`src/pgd_map.svh`:
```
`ifndef PGD_MAP_SVH
`define PGD_MAP_SVH

// register byte offsets on the avalon slave, one aligned word each
`define PGD_OFS_OUTPUT_LATCH   5'h00
`define PGD_OFS_DIRECTION      5'h04
`define PGD_OFS_SLEW_CTRL      5'h08
`define PGD_OFS_DRIVE_SEL      5'h0C
`define PGD_OFS_GANG_CONTROL   5'h10

// field positions inside the gang control register
`define PGD_GANG_ENABLE_BIT    0
`define PGD_GANG_SEL_LSB       1
`define PGD_GANG_SEL_MSB       7

// master pin of the ganged group
`define PGD_MASTER_PIN         0

// reset values
`define PGD_RST_OUTPUT_LATCH   8'h00
`define PGD_RST_DIRECTION      8'h00
`define PGD_RST_SLEW_CTRL      8'h00
`define PGD_RST_DRIVE_SEL      8'h00
`define PGD_RST_GANG_CONTROL   8'h00

// port and bus widths
`define PGD_PORT_W             8
`define PGD_ADDR_W             5
`define PGD_DATA_W             32

`endif

```
`src/pgd_pkg.sv`:
```
`default_nettype none
`include "pgd_map.svh"

package pgd_pkg;

  typedef logic [`PGD_PORT_W-1:0] pgd_port_t;
  typedef logic [`PGD_ADDR_W-1:0] pgd_addr_t;
  typedef logic [`PGD_DATA_W-1:0] pgd_data_t;

  // complete state of the port block, registered in one process
  typedef struct packed {
    logic      bus_wait;      // waitrequest level driven on the bus
    pgd_port_t rdata;         // captured read data
    pgd_port_t out_latch;     // port_c_output_latch
    pgd_port_t direction;     // port_c_direction
    pgd_port_t slew_ctrl;     // port_c_slew_ctrl
    pgd_port_t drive_sel;     // port_c_drive_sel
    pgd_port_t gang_ctrl;     // gang_control_reg: selects [7:1], enable [0]
    logic      gang_locked;   // set by the first write to gang_control_reg
    pgd_port_t pin_meta;      // first synchroniser stage
    pgd_port_t pin_sync;      // second synchroniser stage
    pgd_port_t pin_out;
    pgd_port_t pin_oe;
    pgd_port_t pin_slew;
    pgd_port_t pin_drive;
  } pgd_state_t;

endpackage : pgd_pkg

`default_nettype wire

```
`src/pgd_pin_cell.sv`:
```
`default_nettype none

// per-pin pad control: picks own settings or the master's while ganged
module pgd_pin_cell #(
  parameter bit IS_MASTER = 1'b0
) (
  // gang steering
  input  wire logic i_use_master,
  input  wire logic i_force_oe,
  // own settings
  input  wire logic i_own_out,
  input  wire logic i_own_dir,
  input  wire logic i_own_slew,
  input  wire logic i_own_drive,
  // master pin settings
  input  wire logic i_mst_out,
  input  wire logic i_mst_slew,
  input  wire logic i_mst_drive,
  // effective pad controls
  output logic      o_out,
  output logic      o_oe,
  output logic      o_slew,
  output logic      o_drive
);

  logic sel;

  // the master never copies itself, so its own settings always win
  assign sel = i_use_master & ~IS_MASTER;

  // an input pin shows no slew or drive request: both are don't-care then
  always_comb begin
    o_out   = sel ? i_mst_out : i_own_out;
    o_oe    = i_own_dir | i_force_oe;
    o_slew  = o_oe & (sel ? i_mst_slew : i_own_slew);
    o_drive = o_oe & (sel ? i_mst_drive : i_own_drive);
  end

endmodule : pgd_pin_cell

`default_nettype wire

```
`src/pgd_top.sv`:
```
// Overview of operation
// - Each port pin has a slew-rate enable bit that only matters while the pin drives.
// - Each port pin has a drive-strength bit choosing low or high drive, ignored for inputs.
// - Seven gang select bits [7:1] accept only the first write after reset and add pins to the gang.
// - While ganging is on, each selected pin copies level, drive and slew of master pin 0.
// - A gang select bit acts only when the gang enable is 1, else the pin behaves normally.
// - The gang enable is bit 0 of the gang control register and is write-once after reset.
// - With ganging on, pin 0 drives as an output whatever its direction bit says.
// - Direction 1 enables the driver and data reads give the latch; 0 reads the pin level (here a pin forced to drive by the gang reads the latch).
//
// Implementation choices: the Avalon-MM slave port and the placing of the registers.
`default_nettype none
`include "pgd_map.svh"

module pgd_top (
  // clock and reset
  input  wire logic               i_ref_clk,
  input  wire logic               i_resetn,
  // avalon-mm slave
  input  wire pgd_pkg::pgd_addr_t i_avs_address,
  input  wire logic               i_avs_read,
  input  wire logic               i_avs_write,
  input  wire pgd_pkg::pgd_data_t i_avs_writedata,
  input  wire logic [3:0]         i_avs_byteenable,
  output var  pgd_pkg::pgd_data_t o_avs_readdata,
  output var  logic               o_avs_waitrequest,
  // port pins
  input  wire pgd_pkg::pgd_port_t i_pin_in,
  output var  pgd_pkg::pgd_port_t o_pin_out,
  output var  pgd_pkg::pgd_port_t o_pin_oe,
  output var  pgd_pkg::pgd_port_t o_pin_slew,
  output var  pgd_pkg::pgd_port_t o_pin_drive
);
  import pgd_pkg::*;

  pgd_state_t q;
  pgd_state_t next_q;

  logic      req;
  logic      accept;
  logic      wr_acc;
  logic      gang_hit;
  pgd_port_t gang_mask;
  pgd_port_t eff_out;
  pgd_port_t eff_oe;
  pgd_port_t eff_slew;
  pgd_port_t eff_drive;
  pgd_port_t rd_value;

  // a request is answered one cycle after it is seen, so every access takes two
  assign req      = i_avs_read | i_avs_write;
  assign accept   = req & ~q.bus_wait;
  assign wr_acc   = accept & i_avs_write & i_avs_byteenable[0];
  assign gang_hit = i_avs_address == `PGD_OFS_GANG_CONTROL;

  // pins that take the master's settings, only while the gang is enabled
  assign gang_mask = {q.gang_ctrl[`PGD_GANG_SEL_MSB:`PGD_GANG_SEL_LSB], 1'b0}
                   & {`PGD_PORT_W{q.gang_ctrl[`PGD_GANG_ENABLE_BIT]}};

  // one pad cell per pin; pin 0 is the master and ignores the gang mask
  genvar n;
  generate
    for (n = 0; n < `PGD_PORT_W; n++) begin : g_pin
      pgd_pin_cell #(
        .IS_MASTER (n == `PGD_MASTER_PIN)
      ) u_cell (
        .i_use_master (gang_mask[n]),
        .i_force_oe   ((n == `PGD_MASTER_PIN) ? q.gang_ctrl[`PGD_GANG_ENABLE_BIT]
                                              : gang_mask[n]),
        .i_own_out    (q.out_latch[n]),
        .i_own_dir    (q.direction[n]),
        .i_own_slew   (q.slew_ctrl[n]),
        .i_own_drive  (q.drive_sel[n]),
        .i_mst_out    (q.out_latch[`PGD_MASTER_PIN]),
        .i_mst_slew   (q.slew_ctrl[`PGD_MASTER_PIN]),
        .i_mst_drive  (q.drive_sel[`PGD_MASTER_PIN]),
        .o_out        (eff_out[n]),
        .o_oe         (eff_oe[n]),
        .o_slew       (eff_slew[n]),
        .o_drive      (eff_drive[n])
      );
    end
  endgenerate

  // read mux; unmapped offsets read as zero
  always_comb begin
    case (i_avs_address)
      `PGD_OFS_OUTPUT_LATCH: rd_value = (eff_oe & q.out_latch) | (~eff_oe & q.pin_sync);
      `PGD_OFS_DIRECTION:    rd_value = q.direction;
      `PGD_OFS_SLEW_CTRL:    rd_value = q.slew_ctrl;
      `PGD_OFS_DRIVE_SEL:    rd_value = q.drive_sel;
      `PGD_OFS_GANG_CONTROL: rd_value = q.gang_ctrl;
      default:               rd_value = 8'h00;
    endcase
  end

  // next-state logic for bus, registers, synchroniser and pad outputs
  always_comb begin
    next_q = q;
    // waitrequest drops for exactly one cycle per request
    next_q.bus_wait = ~(req & q.bus_wait);
    if (req && q.bus_wait && i_avs_read) begin
      next_q.rdata = rd_value;
    end
    // writes land at the edge where waitrequest is sampled low
    if (wr_acc) begin
      case (i_avs_address)
        `PGD_OFS_OUTPUT_LATCH: next_q.out_latch = i_avs_writedata[7:0];
        `PGD_OFS_DIRECTION:    next_q.direction = i_avs_writedata[7:0];
        `PGD_OFS_SLEW_CTRL:    next_q.slew_ctrl = i_avs_writedata[7:0];
        `PGD_OFS_DRIVE_SEL:    next_q.drive_sel = i_avs_writedata[7:0];
        `PGD_OFS_GANG_CONTROL: begin
          // only the first write sticks; later ones are dropped silently
          if (!q.gang_locked) begin
            next_q.gang_ctrl   = i_avs_writedata[7:0];
            next_q.gang_locked = 1'b1;
          end
        end
        default: begin
        end
      endcase
    end
    // first stage is read only by the second
    next_q.pin_meta  = i_pin_in;
    next_q.pin_sync  = q.pin_meta;
    // pad controls leave through flops, one cycle behind the registers
    next_q.pin_out   = eff_out;
    next_q.pin_oe    = eff_oe;
    next_q.pin_slew  = eff_slew;
    next_q.pin_drive = eff_drive;
  end

  // state register; reset also re-arms the gang write-once lock
  always_ff @(posedge i_ref_clk or negedge i_resetn) begin
    if (!i_resetn) begin
      q             <= '0;
      q.bus_wait    <= 1'b1;
      q.out_latch   <= `PGD_RST_OUTPUT_LATCH;
      q.direction   <= `PGD_RST_DIRECTION;
      q.slew_ctrl   <= `PGD_RST_SLEW_CTRL;
      q.drive_sel   <= `PGD_RST_DRIVE_SEL;
      q.gang_ctrl   <= `PGD_RST_GANG_CONTROL;
      q.gang_locked <= 1'b0;
    end else begin
      q <= next_q;
    end
  end

  // outputs straight from flops
  assign o_avs_readdata    = {24'h00_0000, q.rdata};
  assign o_avs_waitrequest = q.bus_wait;
  assign o_pin_out         = q.pin_out;
  assign o_pin_oe          = q.pin_oe;
  assign o_pin_slew        = q.pin_slew;
  assign o_pin_drive       = q.pin_drive;
endmodule : pgd_top

`default_nettype wire

```
`config.mk`:
```
export PLATFORM = sky130hd
export DESIGN_NAME = pgd_top
export DESIGN_NICKNAME = d
export VERILOG_FILES = /design/src/pgd_pkg.sv /design/src/pgd_pin_cell.sv /design/src/pgd_top.sv
export VERILOG_INCLUDE_DIRS = /design/src /design/src/src
export SDC_FILE = /design/constraint.sdc
export NUM_CORES = 1
export LEC_CHECK = 0
export ABC_CLOCK_PERIOD_IN_PS = 2700
export BUFFER_PORTS_ARGS = -buffer_cell sky130_fd_sc_hd__buf_2
export CAP_MARGIN = 30
export CORE_UTILIZATION = 35
export DETAILED_ROUTE_END_ITERATION = 16
export GPL_TIMING_DRIVEN = 0
export MAX_ROUTING_LAYER = met4
export SLEW_MARGIN = 20
export SYNTH_ARGS = -nofsm -noshare
export SYNTH_HDL_FRONTEND = slang
export SYNTH_SLANG_ARGS = --single-unit
```
`constraint.sdc`:
```
create_clock -name i_ref_clk -period 2.7 [get_ports i_ref_clk]
set_clock_uncertainty 0.1 [all_clocks]
set_input_delay 0.27 -clock i_ref_clk [delete_from_list [all_inputs] [get_ports i_ref_clk]]
set_output_delay 0.27 -clock i_ref_clk [all_outputs]
set_load 0.02 [all_outputs]
```
---- After elaboration in Yosys (flattened, before gate mapping) ----
Cells that the tools add are included.
storage, ports and cells
  output and inout bits ................... 65
  register bits ........................... 98
  input bits .............................. 53
operators by class
  reduce and logical (&&, ||, !) cells .... 9
  equality and inequality tests ........... 4
  bitwise operators ....................... 37
  mux-type cells .......................... 22
operator list
  operator                                       count
  case mux 8 bit (5 select lines)                1
  bitwise AND 8 bit                              3
  2-to-1 mux 1 bit                               21
  bitwise AND 1 bit                              20
  == test 5 x 4 -> 1 bit, second input constant  2
  AND reduction 2 bit                            5
  bitwise OR 1 bit                               9
  inverter 8 bit                                 1
  bitwise OR 8 bit                               1
  == test 5 x 3 -> 1 bit, second input constant  1
  == test 5 bit, second input constant           1
  zero test 5 bit                                1
  inverter 1 bit                                 3
  AND reduction 3 bit                            1
  logical AND 1 bit                              2

---- Logic depth before layout (Yosys ltp) ----
Gate-level depths: netlist of the first run.
  depth in word-level cells ............... 6
  depth in mapped cells ................... 6
  gate-level depth less buffers ........... 4

---- Cells and area by module ----
A second synthesis of the first run with hierarchy kept.
second synthesis, totals
  cell total of the unflattened synthesis .. 368
  area total of the unflattened synthesis .. 4380.5 um^2
by module, submodules not included
  module                               cells each  times used  seq. area each (um^2)  area an instance (um^2)
  pgd_top                              315         1           2453.6                 4027.6
  pgd_pin_cell at g_pin[1].u_cell ...  7           7           0.0                    46.3
  pgd_pin_cell at g_pin[0].u_cell      4           1           0.0                    28.8

---- Least setup slack after synthesis of the first run ----
No wires, ideal clock.
  kind .................................... reg-to-reg
  start point ............................. register q (netlist bit o_avs_waitrequest)
  end point ............................... register q (netlist bit o_avs_readdata[7])
  slack ................................... 0.749 ns
  arrival time ............................ 1.768 ns
  cell stages (with the launch flop) ...... 6
  required time ........................... 2.517 ns
  period minus slack after synthesis ...... 1.951 ns
  path through ............................ dfstp_2 > nand2_1 > or4b_2 > clkbuf_1 > a2bb2oi_1 > o21ai_0
on the way
  longest elaborated chain between the ends .. 2
ends and longest elaborated chain
  item                             RTL line        source
  from (decl)                      pgd_top.sv:36   pgd_state_t q;
  from (signal assigned)           pgd_top.sv:145  q <= next_q;
  logical AND 1 bit (2 in series)  pgd_top.sv:102  if (req && q.bus_wait && i_avs_read) begin
Every way passes these cells.
A chain may end at the register's enable or synchronous reset.

---- Final worst setup path of the first run ----
Same ends and word-level chain as after synthesis.

==> results of run 1 <==
registers in the layout (all words and copies together) (netlist names):
name and cells:
next_q 8, o_avs_readdata 8, o_avs_waitrequest 1, o_pin_drive 8, o_pin_oe 8, o_pin_out 8, o_pin_slew 8, q 49
critical path, delay by kind of cell, from the launching register on:
family          cells  cell delay (ns)
compound gates      2             0.32
buf+inv             1             0.29
flops               1             0.54
simple gates        2             0.97
cells in the mapped netlist:
| master | number | area (sq um) |
|---|---|---|
| a2111o_1 | 1 | 11.3 |
| a211oi_1 | 1 | 7.51 |
| a21oi_1 | 13 | 65.1 |
| a221o_1 | 1 | 10.0 |
| a22oi_1 | 6 | 45.0 |
| a2bb2oi_1 | 1 | 8.76 |
| and2_1 | 3 | 18.8 |
| and3b_1 | 1 | 8.76 |
| buf_1 | 2 | 7.51 |
| buf_2 | 3 | 15.0 |
| buf_4 | 64 | 480 |
| clkbuf_1 | 10 | 37.5 |
| conb_1 | 1 | 3.75 |
| dfrtp_1 | 97 | 2430 |
| dfstp_2 | 1 | 26.3 |
| mux2_1 | 4 | 45.0 |
| mux2_2 | 43 | 484 |
| mux2i_1 | 13 | 130 |
| nand2_1 | 32 | 120 |
| nand2_4 | 1 | 11.3 |
| nand2b_1 | 9 | 56.3 |
| nand3_1 | 29 | 145 |
| nand3b_1 | 3 | 22.5 |
| nand4_1 | 1 | 6.26 |
| nor2_1 | 2 | 7.51 |
| nor2_2 | 2 | 12.5 |
| nor2b_1 | 1 | 6.26 |
| nor3_4 | 2 | 32.5 |
| nor3b_4 | 2 | 37.5 |
| nor4_1 | 1 | 6.26 |
| nor4b_1 | 1 | 8.76 |
| nor4bb_1 | 1 | 10.0 |
| o21a_1 | 1 | 7.51 |
| o21ai_0 | 5 | 25.0 |
| o21bai_1 | 1 | 7.51 |
| o221ai_1 | 6 | 52.6 |
| or2_2 | 1 | 6.26 |
| or4b_2 | 1 | 10.0 |
worst max-delay path by stage:
stage / start / end / slack [ns]
floorplan: o_avs_waitrequest / o_avs_readdata[7] / 0.75
global route: o_avs_waitrequest / o_avs_readdata[7] / 0.32
finish: o_avs_waitrequest / o_avs_readdata[7] / 0.39
CTS: o_avs_waitrequest / o_avs_readdata[7] / 0.43
detailed placement: i_avs_address[4] / q[73] / 0.39
global placement: i_resetn / next_q[33] / 0.32
cell usage in the layout, fill, tap and decap left out, types with 3 or more instances in the layout:
master,instances
o221ai_1,6
nand3_1,29
mux2_2,43
nand2b_1,9
buf_2,65
conb_1,24
mux2i_1,13
clkbuf_1,10
nand2_1,32
dlygate4sd3_1,11
a22oi_1,6
a21oi_1,13
nand3b_1,3
o21ai_0,5
mux2_1,4
dfrtp_1,97
buf_4,64
and2_1,3
clkbuf_16,9
per-layer routing:
layer	up-vias	GRT usage (%)	wire length, um
met5	-	-	0
met2	100	25.2	4620
met4	0	8.23	192
met3	13	2.12	544
li1	1405	-	-
met1	1470	21.2	4370
layout make-up:
type,instances,area [sq um],share of cell area [%]
Timing Repair Buffer,75,459,8.36
Sequential cell,98,2450,44.6
Clock buffer,11,253,4.60
Clock inverter,5,62.6,1.14
Multi-Input combinational cell,213,1520,27.6
Buffer,79,541,9.84
Tap cell,168,210,3.83
repair_timing:
item / CTS / global route
endpoints found under the hold margin: 35 / 0
setup buffers: 0 / 0
setup endpoints to repair: 0 / 0
hold buffers: 11 / 0
per-stage QoR:
step	instance area (sq um)	power (W)	hold slack, ns	setup WS (ns)
after floorplan	4510	0.00192	-0.126	0.749
after global placement	5040	0.00205	0.233	0.322
after detailed placement	5070	0.00207	0.0588	0.392
after CTS	5500	0.00340	0.100	0.426
after global routing	5500	0.00351	0.126	0.321
final	5500	0.00338	0.102	0.390
kinds of logic (layout without fill, tap and decap cells):
| logic type | count (synthesis) | after routing | share of synthesized area, % |
|---|---|---|---|
| flip-flops | 98 | 98 | 55.5 |
| AO/OA/AOI/OAI | 36 | 36 | 5.43 |
| buffers and inverters | 79 | 170 | 12.2 |
| multiplexers | 60 | 60 | 14.9 |
| other | 1 | 24 | 0.0848 |
| AND/OR/NAND/NOR | 93 | 93 | 11.9 |
report_power, final:
part / total (W) / internal (W) / switching (W)
Clock: 0.00133 / 0.000772 / 0.000557
Combinational: 0.000426 / 0.000191 / 0.000235
Sequential: 0.00162 / 0.00156 / 0.0000617
==> metrics, run 1 <==
outcome finished clean; mean post-synth cell area 12.1 sq um; CTS tree done; hold path cells 2; IO buf count 63; per-cell routed wire length 15.0 um; Synth cell types 38; Vias per Instance between 4 and 5; RSZ-0062 raised after global routing false; initial antenna violation count 0; clock slew at reported path FFs 0.07 ns; clock sink count 98; final design utilization 45.2%; clock buffer count from CTS 9; CP Data Required Time 2.86 ns; register bit total from synthesis 98; LEAKAGE 2.88 nW; Maximum Capacitance Violations 0; n_diodes 0; largest net degree at the start of global routing 73; worst reg2reg path depth 5; Worst setup EP type register; Vias 2988; Max Slew Vio Count 0; FF-to-FF setup slack 0.39 ns; Critical Path Max Stage Delay roughly 0.7 ns; first-pass GRT wire length 15300 um; CTS resizes 0; Final period util 85.6%; Crit Path Class reg2reg; register area share after synthesis approximately 55%; DRT Pass-1 Iters 5; Clk Latency, worst-skew pair between 0.3 and 0.4 ns; placed cell count 622; Final Hold Vio Count 0; DRT iter0 DRCs around 140; Max FO, Critical Path 10; # rows 40; total routed wirelength between 9000 and 10000 um; CP arrival 2.47 ns; worst r2r dst o_avs_readdata[7]; gr usage total roughly 16%; Fill cells 1149; Starting Density 36.4%; area delta synth->final 24.2%; clock root cell clkbuf_16; total gr overflow 0; Setup TNS 0 ns; Hold Startpoint i_avs_writedata[7]; share of cells above drive strength 1 41.6%; Final #Nets around 530; num ports 118; Setup Viol. Count Final 0; cell breakdown of the critical path nand2_1, or4b_2, clkbuf_1, a2bb2oi_1, o21ai_0; hold endpoint q[80]; CP Launch Type register; number of global-route vias before repair 2928; core area ~12000 sq um; fin crit period 2.31 ns; Hold Crit Class in2reg; Final GP Congestion 0.809; fmax 433 MHz; Slew HR 54.2%; DRC viols 0; Worst-Margin Slew 0.687 ns; clk buf depth 2; antenna viol nets, final 0; worst reg2reg startpoint o_avs_waitrequest; Die X 114 um; Peak VDD IR between 0.2 and 0.3 mV; P per Cell Area ~620 nW/um^2; HPWL Detailed 6390 um; Synth Warn # 0; non-filler instance count after layout 649; Mapped Cells 367; Worst path slowest cell or4b_2; H-tree level count 3; chip height between 100 and 150 um; Mapped Area between 4000 and 5000 sq um; die area 13100 sq um
Note: power is estimated with default switching activity, not from simulation.
==> inputs of run 2 (changes only) <==
==> constraint.sdc (replaced) <==
create_clock -name i_ref_clk -period 2.7 [get_ports i_ref_clk]
set_clock_uncertainty 0.1 [all_clocks]
set_input_delay 0.405 -clock i_ref_clk [delete_from_list [all_inputs] [get_ports i_ref_clk]]
set_output_delay 0.405 -clock i_ref_clk [all_outputs]
set_load 0.02 [all_outputs]
==> run 2 against run 1 <==
  * Sequential power about the same
  * Highest routed layer unchanged
  * Routed wire length is 0.90% lower
  * Sequential share of layout area up 0.83 points
  * Non-clock buffer count down 10
  * Register-to-register slack is essentially flat
  * Power decreased by 0.42%
  * Critical path type unchanged
  * Maximum frequency up 0.63%
  * Cell count decreased by 1.5%
  * Cell area down 1.8%
  * Largest power group unchanged
  * Clock power about the same
==> metrics, run 2 (synthesis results as in run 1) <==
outcome finished clean; max reg flops 49 (unchanged); CP Launch Type register; num ports 118 (unchanged); clock buffer count from CTS 9 (unchanged); # rows 40 (unchanged); Hold Startpoint i_pin_in[7]; die area 13100 sq um (unchanged); RSZ-0062 raised after global routing false; most frequent cells in the layout dfrtp_1 (97), buf_2 (65), buf_4 (64), mux2_2 (43), nand2_1 (32); worst reg2reg startpoint o_avs_waitrequest; LEAKAGE 2.84 nW (-1.4%); worst setup path startpoint o_avs_waitrequest; Worst path slowest cell or4b_2; gr usage total 16.2% (-0.12 points); met2 GRT Util 24.8% (-0.32 points); DRT Pass-1 Iters 5 (unchanged); n_diodes 0 (unchanged); Max FO, Critical Path 10 (unchanged); CP arrival 2.45 ns (-0.02 ns); area delta synth->final 21.9%; Biggest register q; Setup TNS 0 ns (unchanged); Final #Nets 519 (-1.9%); Max Slew Vio Count 0 (unchanged); Maximum Capacitance Violations 0 (unchanged); CP bufs+invs 1 (unchanged); Critical Path Max Stage Delay 0.69 ns (about the same); fin area 5400 sq um (-1.8%); met1 Use GR 21.2% (-0.069 points); Vias 2972 (-0.54%); most crowded layer after global routing met2; HPWL Detailed 6390 um (unchanged); placed cell count 622 (unchanged); CTS resizes 0 (unchanged); Worst-Margin Slew 0.660 ns (-0.0262 ns); per-cell routed wire length 15.1 um (+0.65%); most common cell after layout, fill and taps aside dfrtp_1; Clk Latency, worst-skew pair 0.34 ns (about the same); setup bufs post-CTS 0 (unchanged); Placed Instance Area 5070 sq um (unchanged); Final Hold Vio Count 0 (unchanged); Vias per Instance 4.65 (+1.0%); DRT iter0 DRCs 116 (-15%); antenna viol nets, final 0 (unchanged); CP Data Required Time 2.86 ns (about the same); Slew HR 55.9% (+1.7 points); chip height 114 um (unchanged); Setup Viol. Count Final 0 (unchanged); clk buf depth 2 (unchanged); routing usage on met3 2.12% (unchanged); Hold Slack 0.0613 ns (-0.0404 ns); total gr overflow 0 (unchanged); Final period util 85.0% (-0.54 points); clock sink count 98 (unchanged); fin crit period 2.30 ns (-0.0145 ns); core area 12200 sq um (unchanged); IO buf count 63 (unchanged); Die X 114 um (unchanged); first-pass GRT wire length 15100 um (-0.90%); CTS Hold Bufs 1 (-10); Crit Path Class reg2reg; initial antenna violation count 0 (unchanged); clock slew at reported path FFs 0.07 ns (about the same); Final GP Congestion 0.809 (unchanged); P per Cell Area 624 nW/um^2 (+1.4%); CTS tree done; H-tree level count 3 (unchanged); fmax 436 MHz (+0.63%); Peak VDD IR 0.269 mV (+0.33%); FF-to-FF setup slack 0.40 ns (about the same); number of global-route vias before repair 2889 (-1.3%); largest net degree at the start of global routing 73 (unchanged); clock root cell clkbuf_16; Crit path max-delay family simple AND/OR/NAND/NOR gates; Hold Crit Class in2reg; share of cells above drive strength 1 42.5% (+0.88 points); non-filler instance count after layout 639 (-1.5%); total routed wirelength 9640 um (-0.90%); Starting Density 36.4% (unchanged); Worst setup EP type register; DRC viols 0 (unchanged); cell breakdown of the critical path nand2_1, or4b_2, clkbuf_1, a2bb2oi_1, o21ai_0
[run 2: area by class of cell]
cell class | count | area (sq um)
Timing Repair Buffer | 65 | 359
Fill cell | 1156 | 6770
Clock buffer | 11 | 253
Sequential cell | 98 | 2450
Clock inverter | 5 | 62.6
Buffer | 79 | 541
Tap cell | 168 | 210
Multi-Input combinational cell | 213 | 1520
[run 2: where the power goes]
part	total, W	switching [W]	internal [W]
logic	0.000413	0.000232	0.000181
clock network	0.00133	0.000556	0.000772
registers	0.00162	0.0000616	0.00156
total	0.00337	0.000850	0.00252
[run 2: final timing paths]
| kind | cells after the start | endpoint |
|---|---|---|
| setup / recovery | 5 | o_avs_readdata[7] |
| hold / removal | 1 | next_q[39] |
| setup reg to reg | 5 | o_avs_readdata[7] |
| hold reg to reg | 0 | q[35] |
| max in group asynchronous | 3 | q[74] |
| min in group asynchronous | 2 | o_pin_out[7] |
[run 2: metrics by stage]
stage	util (%)	total power [W]	setup WS, ns
finish	44.4	0.00337	0.404
global route	44.4	0.00350	0.321
CTS	44.4	0.00339	0.426
global placement	41.4	0.00205	0.187
floorplan	-	0.00192	0.731
detailed placement	41.7	0.00207	0.257
[run 2: layer usage]
metal  up-vias  share of wire (%)
met3        14                5.9
met4         0                2.3
met1      1454                 45
li1       1389                  -
met5         -                  0
met2       115                 47
==> inputs of run 3 (changes only) <==
- CELL_PAD_IN_SITES_DETAIL_PLACEMENT: default -> 0
- CELL_PAD_IN_SITES_GLOBAL_PLACEMENT: default -> 1
- PLACE_DENSITY_LB_ADDON: default -> 0.1
==> run 3 against run 2 <==
  * Sequential share of layout area down 0.053 points
  * Power up 1.4%
  * Sequential power about the same
  * Maximum frequency down 4.1%
  * Cell area up 0.12%
  * Largest cell class unchanged
==> metrics, run 3 (synthesis results as in run 1) <==
uppermost routed layer met4; CTS tree done; Slew HR 51.5% (-4.5 points); Placed Instance Area 5070 sq um (unchanged); chip height 114 um (unchanged); Vias per Instance 4.55 (-2.2%); share of cells above drive strength 1 42.0% (-0.42 points); Max FO, Critical Path 10 (unchanged); routed wl met2 4720 um (+4.3%); Setup TNS 0 ns (unchanged); Biggest register q; clock root cell clkbuf_16; CP Data Required Time 2.88 ns (+0.02 ns); initial antenna violation count 0 (unchanged); Fill cells 1174 (+1.6%); gr usage total 17.1% (+0.92 points); CTS resizes 0 (unchanged); core area 12200 sq um (unchanged); Vias 2908 (-2.2%); Maximum Capacitance Violations 0 (unchanged); Final period util 88.7% (+3.6 points); DRC viols 0 (unchanged); Final Hold Vio Count 0 (unchanged); DRT Pass-1 Iters 4 (-1); Hold Crit Class in2reg; setup bufs post-CTS 0 (unchanged); met3 WL 464 um (-18%); multi-input logic area 1520 sq um (unchanged); Clk Latency, worst-skew pair 0.34 ns (about the same); IO buf count 63 (unchanged); number of global-route vias before repair 2833 (-1.9%); Reg power frac 47.6% (-0.7 points); Peak VDD IR 0.330 mV (+23%); clk buf depth 2 (unchanged); antenna viol nets, final 0 (unchanged); CTS Hold Bufs 1 (unchanged); first-pass GRT wire length 15800 um (+4.6%); Starting Density 36.4% (unchanged); CP arrival 2.57 ns (+0.12 ns); clock sink count 98 (unchanged); num ports 118 (unchanged); Cell Int Power 0.00258 W (+2.6%); fmax 418 MHz (-4.1%); Register Area 2450 sq um (unchanged); Die X 114 um (unchanged); max reg flops 49 (unchanged); Crit Path Class reg2reg; clock buffer count from CTS 9 (unchanged); most common cell after layout, fill and taps aside dfrtp_1; RSZ-0062 raised after global routing false; LEAKAGE 2.84 nW (about the same); Setup Viol. Count Final 0 (unchanged); most frequent cells in the layout dfrtp_1 (97), buf_2 (65), buf_4 (64), mux2_2 (43), nand2_1 (32); largest net degree at the start of global routing 81 (+11%); outcome finished clean; fin area 5400 sq um (+0.12%); n_diodes 0 (unchanged); fin crit period 2.39 ns (+0.0978 ns); Final GP Congestion 0.747 (-7.7%); total routed wirelength 9980 um (+3.5%); Worst setup EP type register; P_sw 0.000832 W (-2.1%); die area 13100 sq um (unchanged); Max Slew Vio Count 0 (unchanged); # rows 40 (unchanged); Net Sw Frac 24.4% (-0.89 points); DRT iter0 DRCs 128 (+10%); Final #Nets 519 (unchanged); P per Cell Area 632 nW/um^2 (+1.3%); met1 wire length 4630 um (+6.7%); clock slew at reported path FFs 0.07 ns (about the same); overall power 0.00341 W (+1.4%); combinational share of power 12.2% (about the same); H-tree level count 3 (unchanged); total gr overflow 0 (unchanged); Worst-Margin Slew 0.728 ns (+0.0675 ns); Hold Slack 0.0635 ns (+0.00219 ns); area delta synth->final 22.1%; Clock Power Share 40.3% (+0.8 points); per-cell routed wire length 15.6 um (+3.5%); HPWL Detailed 6430 um (+0.63%); CP Launch Type register
run 3: cell types whose count changed in the layout (fill, tap and decap cells not counted):
cell       change
clkbuf_1       +2
clkinv_4       -2
bufinv_16      +1
clkbuf_8       -1
run 3: final timing paths:
check / startpoint / to / slack, ns / depth (start not counted)
max reg2reg: o_avs_waitrequest / o_avs_readdata[0] / 0.31 / 5
max in group asynchronous: i_resetn / q[88] / 1.49 / 3
min: i_pin_in[7] / next_q[39] / 0.06 / 1
min reg2reg: next_q[35] / q[35] / 0.25 / 0
min in group asynchronous: i_resetn / q[32] / 0.37 / 2
max: o_avs_waitrequest / o_avs_readdata[0] / 0.31 / 5
run 3: critical path, cell delays in order (launching register included):
cell and delay [ns]:
dfstp_2 0.55, nand2_1 0.31, or4b_2 0.71, clkbuf_1 0.30
a21oi_1 0.23, a221o_1 0.14
run 3: final cells by class:
class | instances | area share [%]
Multi-Input combinational cell | 213 | 28.1
Clock buffer | 12 | 4.56
Buffer | 79 | 10.0
Clock inverter | 4 | 1.39
Timing Repair Buffer | 65 | 6.65
Tap cell | 168 | 3.89
Sequential cell | 98 | 45.4
run 3: layer usage:
layer | vias to the layer above | track usage [%]
li1 | 1385 | -
met1 | 1436 | 21.3
met2 | 76 | 27.8
met3 | 11 | 3.97
met4 | 0 | 5.37
met5 | - | -
run 3: power groups by stage:
stage          clock, W  combinational [W]  sequential, W
2_1_floorplan         0           0.000282        0.00164
3_3_place_gp          0           0.000408        0.00165
3_5_place_dp          0           0.000419        0.00165
4_1_cts         0.00142           0.000421        0.00162
5_1_grt         0.00147           0.000454        0.00164
6_report        0.00138           0.000415        0.00162
run 3: through the flow:
| step | setup slack, ns | std cells | utilization [%] |
|---|---|---|---|
| after floorplan | 0.731 | 390 | - |
| after global routing | 0.264 | 639 | 44.4 |
| final | 0.306 | 639 | 44.4 |
| after detailed placement | 0.199 | 622 | 41.7 |
| after CTS | 0.320 | 639 | 44.4 |
| after global placement | 0.0667 | 621 | 41.4 |
